## src/pbcd_pkg.sv

```systemverilog
package pbcd_pkg;

   localparam int          PBCD_W           = 8;
   localparam int          PBCD_ALT_W       = 3;
   localparam logic [7:0]  PBCD_ZERO8       = 8'h00;
   localparam logic [7:0]  PBCD_LATCH_RST   = 8'h00;
   localparam logic [7:0]  PBCD_OE_N_RST    = 8'hff;
   localparam logic [7:0]  PBCD_LAST_POR    = 8'h00;

   // pin positions inside port b
   localparam int          PBCD_B0          = 0;
   localparam int          PBCD_B1          = 1;
   localparam int          PBCD_B3          = 3;
   localparam int          PBCD_B5          = 5;

   // positions inside the relocated-pin input group
   localparam int          PBCD_ALT_T3      = 0;
   localparam int          PBCD_ALT_U2      = 1;
   localparam int          PBCD_ALT_U3      = 2;

   // pwm2 b and unit 3: set = port b pin, clear = moved off; timer3 clock and unit 2: clear = port b pin
   typedef struct packed {
      logic pwm2_outb_route_fuse;
      logic unit3_route_fuse;
      logic timer3_clock_route_fuse;
      logic unit2_route_fuse;
   } pbcd_fuse_type;

   // peripheral outputs that want a pin
   typedef struct packed {
      logic unit4_en;
      logic unit4_val;
      logic pwm1_c_en;
      logic pwm1_c_val;
      logic sck_en;
      logic sck_val;
      logic unit2_en;
      logic unit2_val;
      logic unit3_en;
      logic unit3_val;
      logic pwm2b_en;
      logic pwm2b_val;
   } pbcd_periph_out_type;

   // pin levels handed to peripherals
   typedef struct packed {
      logic ext_external_interrupt_zero;
      logic unit4_capture;
      logic pwm_fault;
      logic sr_latch;
      logic serial2_ss;
      logic ext_external_interrupt_one;
      logic serial2_clock;
      logic timer3_clock;
      logic unit2_capture;
      logic unit3_capture;
   } pbcd_periph_in_type;

   typedef struct packed {
      logic analog12_en;
      logic analog10_en;
      logic comparator_inv_en;
   } pbcd_analog_type;

   // drive requests for functions moved off port b
   typedef struct packed {
      logic portc0_en;
      logic portc0_val;
      logic portc6_en;
      logic portc6_val;
      logic porte0_en;
      logic porte0_val;
   } pbcd_reloc_type;

   typedef struct packed {
      logic [7:0]          last_read;
      logic [7:0]          out_latch;
      logic [7:0]          pin_out;
      logic [7:0]          pin_oe_n;
      logic [7:0]          read_data;
      logic                change_flag;
      pbcd_periph_in_type  periph;
      pbcd_analog_type     analog;
      pbcd_reloc_type      reloc;
   } pbcd_state_type;

endpackage

```

## src/pbcd_port_top.sv

```systemverilog
`timescale 1ns/100ps
// Notes on behaviour
// - while change-enabled pins differ from the last-read latch the change flag is set again every cycle, so a clear does not stick.
// - a read or write of the port data register reloads the latch from the pins, ending the mismatch.
// - the last-read latch ignores the ordinary reset, so a mismatch still sets the flag after it.
// - a pin change landing in the cycle of a port read is absorbed into the latch but still sets the flag in that cycle.
// - an access refreshes all eight latch bits at once, so a change on one pin may be lost while another is serviced.
// - on 28-pin parts pwm2 output b sits on bit 5 and moves to port c bit 0 when its fuse is cleared.
// - unit 3 sits on bit 5 and moves to port c bit 6 (28-pin) or port e bit 0 when its fuse is cleared.
// - clearing the timer3 fuse takes its clock from bit 5; clearing the unit 2 fuse puts unit 2 on bit 3.
// - with direction 0 bit 0 drives the output latch, or unit 4 while unit4_en is set, regardless of analog select.
// - with direction 1 a bit is a digital input that reads zero while its analog select is set.
// - bit 0 as digital input feeds interrupt 0, capture 4, pwm fault, sr latch and serial2 select; analog feeds channel 12.
// - bit 1 carries the serial2 clock out or in by direction, pwm1 output c, interrupt 1 and analog channel 10.
// - bits with no digital reading return zero.
// - capture 4 input on bit 0 needs analog select 0; the comparator inverting input on bit 1 needs analog select 1.

module pbcd_port_top
   import pbcd_pkg::*;
(
   input  wire logic                 mclk_in,
   input  wire logic                 srst_in,
   input  wire logic                 por_in,
   input  wire logic [7:0]           pin_in,
   input  wire logic [2:0]           alt_pin_in,
   input  wire logic [7:0]           direction_bits_in,
   input  wire logic [7:0]           analog_select_bits_in,
   input  wire logic [7:0]           change_enable_in,
   input  wire logic                 data_read_in,
   input  wire logic                 data_write_in,
   input  wire logic [7:0]           write_data_in,
   input  wire logic                 flag_clear_in,
   input  wire logic                 pkg_28pin_in,
   input  wire pbcd_fuse_type        fuse_in,
   input  wire pbcd_periph_out_type  periph_out_in,
   output logic      [7:0]           pin_out,
   output logic      [7:0]           pin_oe_n_out,
   output logic      [7:0]           read_data_out,
   output logic      [7:0]           port_b_output_latch_out,
   output logic                      port_change_flag_out,
   output pbcd_periph_in_type        periph_in_out,
   output pbcd_analog_type           analog_out,
   output pbcd_reloc_type            reloc_out
);

   ////////////////////////////////////////////////////////////////////////////
   // pin synchronisers

   logic [PBCD_W+PBCD_ALT_W-1:0] sync_q;
   logic [7:0]                   pin_s;
   logic [2:0]                   alt_s;

   pbcd_sync #(.WIDTH(PBCD_W+PBCD_ALT_W)) u_sync
   (
      .mclk_in (mclk_in),
      .d_in    ({alt_pin_in, pin_in}),
      .q_out   (sync_q)
   );

   assign pin_s = sync_q[PBCD_W-1:0];
   assign alt_s = sync_q[PBCD_W+PBCD_ALT_W-1:PBCD_W];

   ////////////////////////////////////////////////////////////////////////////
   // state

   pbcd_state_type st_reg;
   pbcd_state_type st_next;

   always_comb
   begin
      logic [7:0] dig_in_en;
      logic [7:0] drv_en;
      logic [7:0] drv_val;
      logic       mismatch;
      logic       access;
      logic       u3_home;
      logic       pb2_home;
      dig_in_en = direction_bits_in & ~analog_select_bits_in;
      drv_en    = ~direction_bits_in;
      drv_val   = st_reg.out_latch;
      access    = data_read_in | data_write_in;
      u3_home   = fuse_in.unit3_route_fuse;
      pb2_home  = fuse_in.pwm2_outb_route_fuse & pkg_28pin_in;
      // compare against the latch as it stood before any access this cycle
      mismatch  = |((pin_s ^ st_reg.last_read) & change_enable_in);

      st_next = st_reg;

      // set wins over a clear in the same cycle
      st_next.change_flag = (st_reg.change_flag & ~flag_clear_in) | mismatch;

      // whole-port reload; a pin edge arriving now is latched here after setting the flag above
      if (access)
      begin
         st_next.last_read = pin_s;
      end

      if (data_write_in)
      begin
         st_next.out_latch = write_data_in;
      end

      // digital reads of analog pins return zero
      if (data_read_in)
      begin
         st_next.read_data = pin_s & dig_in_en;
      end

      ///////////////////////////////////////////////////////////////////////
      // output routing; peripherals win over the latch only in output mode

      if (periph_out_in.unit4_en)
      begin
         drv_val[PBCD_B0] = periph_out_in.unit4_val;
      end

      if (periph_out_in.sck_en)
      begin
         drv_val[PBCD_B1] = periph_out_in.sck_val;
      end
      else if (periph_out_in.pwm1_c_en)
      begin
         drv_val[PBCD_B1] = periph_out_in.pwm1_c_val;
      end

      if (periph_out_in.unit2_en && !fuse_in.unit2_route_fuse)
      begin
         drv_val[PBCD_B3] = periph_out_in.unit2_val;
      end

      // unit 3 takes bit 5 ahead of pwm2 output b when both sit at home
      if (periph_out_in.unit3_en && u3_home)
      begin
         drv_val[PBCD_B5] = periph_out_in.unit3_val;
      end
      else if (periph_out_in.pwm2b_en && pb2_home)
      begin
         drv_val[PBCD_B5] = periph_out_in.pwm2b_val;
      end

      st_next.pin_out  = drv_val & drv_en;
      st_next.pin_oe_n = ~drv_en;

      ///////////////////////////////////////////////////////////////////////
      // relocated outputs

      st_next.reloc.portc0_en  = periph_out_in.pwm2b_en & pkg_28pin_in &
                                 ~fuse_in.pwm2_outb_route_fuse;
      st_next.reloc.portc0_val = periph_out_in.pwm2b_val;
      st_next.reloc.portc6_en  = periph_out_in.unit3_en & ~u3_home & pkg_28pin_in;
      st_next.reloc.portc6_val = periph_out_in.unit3_val;
      st_next.reloc.porte0_en  = periph_out_in.unit3_en & ~u3_home & ~pkg_28pin_in;
      st_next.reloc.porte0_val = periph_out_in.unit3_val;

      ///////////////////////////////////////////////////////////////////////
      // inputs toward peripherals; port b pins gated to zero when not a digital input, relocated-pin inputs ungated

      st_next.periph.ext_external_interrupt_zero      = pin_s[PBCD_B0] & dig_in_en[PBCD_B0];
      st_next.periph.unit4_capture = pin_s[PBCD_B0] & dig_in_en[PBCD_B0];
      st_next.periph.pwm_fault     = pin_s[PBCD_B0] & dig_in_en[PBCD_B0];
      st_next.periph.sr_latch      = pin_s[PBCD_B0] & dig_in_en[PBCD_B0];
      st_next.periph.serial2_ss    = pin_s[PBCD_B0] & dig_in_en[PBCD_B0];
      st_next.periph.ext_external_interrupt_one      = pin_s[PBCD_B1] & dig_in_en[PBCD_B1];
      st_next.periph.serial2_clock = pin_s[PBCD_B1] & dig_in_en[PBCD_B1];

      st_next.periph.timer3_clock  = fuse_in.timer3_clock_route_fuse ?
                                     alt_s[PBCD_ALT_T3] :
                                     (pin_s[PBCD_B5] & dig_in_en[PBCD_B5]);
      st_next.periph.unit2_capture = fuse_in.unit2_route_fuse ?
                                     alt_s[PBCD_ALT_U2] :
                                     (pin_s[PBCD_B3] & dig_in_en[PBCD_B3]);
      st_next.periph.unit3_capture = u3_home ?
                                     (pin_s[PBCD_B5] & dig_in_en[PBCD_B5]) :
                                     alt_s[PBCD_ALT_U3];

      ///////////////////////////////////////////////////////////////////////
      // analog paths need input direction and analog select

      st_next.analog.analog12_en       = direction_bits_in[PBCD_B0] &
                                         analog_select_bits_in[PBCD_B0];
      st_next.analog.analog10_en       = direction_bits_in[PBCD_B1] &
                                         analog_select_bits_in[PBCD_B1];
      st_next.analog.comparator_inv_en = direction_bits_in[PBCD_B1] &
                                         analog_select_bits_in[PBCD_B1];

      ///////////////////////////////////////////////////////////////////////
      // resets; only power-on clears the last-read latch

      if (srst_in)
      begin
         st_next.out_latch   = PBCD_LATCH_RST;
         st_next.pin_out     = PBCD_ZERO8;
         st_next.pin_oe_n    = PBCD_OE_N_RST;
         st_next.read_data   = PBCD_ZERO8;
         st_next.change_flag = 1'h0;
         st_next.periph      = '0;
         st_next.analog      = '0;
         st_next.reloc       = '0;
         st_next.last_read   = st_reg.last_read;
      end

      if (por_in)
      begin
         st_next           = '0;
         st_next.pin_oe_n  = PBCD_OE_N_RST;
         st_next.last_read = PBCD_LAST_POR;
      end
   end

   always_ff @(posedge mclk_in)
   begin
      st_reg <= st_next;
   end

   ////////////////////////////////////////////////////////////////////////////
   // outputs

   assign pin_out                 = st_reg.pin_out;
   assign pin_oe_n_out            = st_reg.pin_oe_n;
   assign read_data_out           = st_reg.read_data;
   assign port_b_output_latch_out = st_reg.out_latch;
   assign port_change_flag_out    = st_reg.change_flag;
   assign periph_in_out           = st_reg.periph;
   assign analog_out              = st_reg.analog;
   assign reloc_out               = st_reg.reloc;

endmodule

```

## src/pbcd_sync.sv

```systemverilog
`timescale 1ns/100ps

module pbcd_sync
#(
   parameter int WIDTH = 8
)
(
   input  wire logic             mclk_in,
   input  wire logic [WIDTH-1:0] d_in,
   output logic      [WIDTH-1:0] q_out
);

   // first stage feeds only the second
   typedef struct packed {
      logic [WIDTH-1:0] meta;
      logic [WIDTH-1:0] sync;
   } pbcd_sync_state_type;

   pbcd_sync_state_type st_reg;
   pbcd_sync_state_type st_next;

   always_comb
   begin
      st_next.meta = d_in;
      st_next.sync = st_reg.meta;
   end

   always_ff @(posedge mclk_in)
   begin
      st_reg <= st_next;
   end

   assign q_out = st_reg.sync;

endmodule
```

## config.mk

```make
export PLATFORM = sky130hd
export DESIGN_NAME = pbcd_port_top
export DESIGN_NICKNAME = d
export VERILOG_FILES = /design/src/pbcd_pkg.sv /design/src/pbcd_port_top.sv /design/src/pbcd_sync.sv
export SDC_FILE = /design/constraint.sdc
export NUM_CORES = 1
export LEC_CHECK = 0
export BUFFER_PORTS_ARGS = -buffer_cell sky130_fd_sc_hd__buf_2
export CORE_MARGIN = 2
export CORE_UTILIZATION = 30
export DETAILED_ROUTE_END_ITERATION = 6
export PLACE_DENSITY = 0.65
export REMOVE_ABC_BUFFERS = 1
export SYNTH_ARGS = -nofsm -noshare
export SYNTH_HDL_FRONTEND = slang
export SYNTH_SLANG_ARGS = --single-unit
```

## constraint.sdc

```tcl
create_clock -name mclk_in -period 0.95 [get_ports mclk_in]
set_input_delay 0.0475 -clock mclk_in [delete_from_list [all_inputs] [get_ports mclk_in]]
set_output_delay 0.0475 -clock mclk_in [all_outputs]
set_load 0.01 [all_outputs]
```

==> results.md <==
- Outcome: complete, but fails checks
- Failing checks: negative setup slack
- Antenna viol nets, final: 0
- Max cap viols: 0
- Critical path capture point type: flip-flop
- Mapped Cells: 269
- Mapped Avg Cell Area: 10.2 um2
- Post-synth top area share: 54.6%
- Unrepaired setup endpoints after global routing: true
- Slew Limit Fails: 0
- Ant diodes: 0
- Clk_lat worst skew: between 300 and 400 ps
- Antenna violations before repair: 0
- CTS tree: yes
- Largest area contributor in the netlist: dfxtp_1
- Clk root buf: clkbuf_8
- Synth warn: 0
- CP max stage delay: 330 ps
- Final setup violation count: 2
- Port-buffer cells: 117
- Synth area leaders: dfxtp_1 55%, buf_4 14%, mux2i_1 6.2%
- Startpoint Class: flip-flop
- GRT Residual Overflow: 0
- CP bufs+invs: 0
- Period minus WS final: between 1000 and 1500 ps
- Drt drc: 0
- Hold Slack: about 38 ps
- Reg clk slew, reported paths: 80 ps
- Post-place instance area: 0.00318 mm2
- DR WL/cell: 13.4 um
- CP Max Fanout: 2
- Largest net degree at the start of global routing: 18
- Clk sinks: 75
- DIE AREA: 0.00995 mm2
- First-pass GRT wire length: approximately 10000 um
- Die extent in x: around 100 um
- Via Count: 2171
- Routability congestion estimate: 0.832
- Worst EP required: 1160 ps
- Final Hold Fails: 0
- WP depth: 4
- Die Ht: roughly 100 um
- Fin Clk Skew: about 8.4 ps
- Core Region: a little under 0.009 mm2
- Final Cell Area: 0.00390 mm2
- Drt pass-1 iters: 4
- Post-CTS Setup Inserts: 0
- Transition time of the tightest slew-check pin: 343 ps
- Hold Path Stages: 4
- Number of global-route vias before repair: 2175
- Max Fclk: a little over 900 MHz
- Rows: 34
- Pwr/cell area: 1670 mW/mm2
- Fillers: 819
- Sequential share of the synthesized area: a little over half
- Unique masters post-synth: 28
- Final period util: 114%
- CTS max path bufs: 2
- Share of cells above drive strength 1: about two fifths
- Delay-heaviest family, CP: compound AO/OA/AOI/OAI gates
- Worst relative slew slack: 77.1%
- I/O pins: 118
- Register-to-Register Path Depth: 4
- Initial Utilization: 31.2%
- Yosys reg bits: 75
- 1st-iter DRT viols: 54
- Synth-to-layout area growth: 41.7%
- Num CTS Buffers: 9
- GRT Util Overall: 13.9%
- Final nets: 466
- H-Tree Depth: 3
- Critical path, cell by cell: xor2_1, a22o_1, a221oi_2, a31oi_1
- WS Path Type: flip-flop to flip-flop
- PnR worst setup slack: -138 ps
- Mapped cell area: 0.00275 mm2
- Crit-path slowest cell: dfxtp_2
- Pleak: 1.85 nW
- Final WL: 6870 um
- Arrival @ worst endpoint: ~1300 ps
- Via/cell ratio: around 4.2
- Worst hold path type: input pin to flip-flop
- VDD IR max: 803 uV
- HPWL after DPL: 4840 um
final cells by class:
cell class                      instances  area [um2]  area share [%]
Clock inverter                          4        48.8            1.25
Multi-Input combinational cell        131         817            21.0
Inverter                                4        15.0           0.385
Clock buffer                           12         155            3.98
Sequential cell                        75        1510            38.8
Timing Repair Buffer                  179        1220            31.2
Tap cell                              108         135            3.47
path summary, 6_finish.rpt:
path / start / to / slack, ps
min reg2reg: u_sync.st_next[5] / u_sync.q_out[5] / 330
max: st_reg[59] / port_change_flag_out / -140
min: analog_select_bits_in[3] / periph_in_out[1] / 40
max reg2reg: st_reg[59] / port_change_flag_out / -140
cells in the mapped netlist:
library cell,number
a21oi_1,16
inv_1,4
nor3_1,5
a31oi_1,1
nand2_1,22
and3_1,2
xor2_1,8
nor4b_2,1
buf_6,2
or3_4,1
dfxtp_1,75
a22o_1,1
buf_2,5
nand3_1,1
and2_1,2
or3_1,7
or2_1,2
a221oi_2,1
nor2b_1,2
mux2i_1,17
a222oi_1,1
buf_4,52
nand4b_1,4
nor2_1,29
and4b_1,1
a211oi_2,1
nand2b_1,4
nor2_2,2
cell usage in the layout (no fill, tap or decap), types with 5 or more instances in the layout:
| cell type | n |
|---|---|
| buf_4 | 12 |
| nand2_1 | 21 |
| xor2_1 | 8 |
| nor3_1 | 5 |
| nor2_1 | 28 |
| buf_2 | 115 |
| dlygate4sd3_1 | 49 |
| dfxtp_1 | 67 |
| clkbuf_8 | 11 |
| dfxtp_2 | 8 |
| a21oi_1 | 16 |
| mux2i_1 | 17 |
power by group:
| part | leakage (nW) | internal (mW) | switching (mW) |
|---|---|---|---|
| clock | 0.106 | 1.35 | 1.11 |
| combinational | 1.12 | 0.429 | 0.311 |
| sequential | 0.620 | 3.26 | 0.0542 |
what timing repair did:
item	in CTS	in global routing
gates resized for setup	3	10
hold buffers	49	0
setup endpoints to repair	6	13
hold endpoints to repair	50	0
pin swaps	3	3
layer usage:
metal  up-vias  part of all wire, %  wire length, um  track usage, %
met5         -                    0                0               0
met3        19                  4.9              336            4.01
met1       984                   39             2660            13.9
met4         0                  3.1              216            7.38
met2        77                   53             3660            25.9
li1       1091                    -                -               -
worst register-to-register path, delay by kind of cell, from the launching register on:
| family | cells | cell delay [ps] |
|---|---|---|
| AOI/OAI and AO/OA | 3 | 480 |
| xor gates and xnor gates | 1 | 160 |
| DFF | 1 | 330 |
per-stage QoR:
step,setup WS (ps),power [mW],cells,utilization (%),setup TNS (ps)
after floorplan,-118,3.60,210,-,-118
after global placement,-149,3.96,450,36.2,-151
after detailed placement,-161,3.97,450,36.2,-196
after CTS,-143,6.60,515,44.1,-143
after global routing,-196,6.80,513,44.3,-196
final,-138,6.52,513,44.3,-142
cell families after synthesis:
group	after synthesis	share of synthesized area (%)
muxes	17	6.18
AOI/OAI and AO/OA	21	4.82
xor gates and xnor gates	8	2.55
buffers and inverters	63	16.5
DFF	75	54.6
and+or+nand+nor	85	15.4
(Power assumes the default switching activity.)
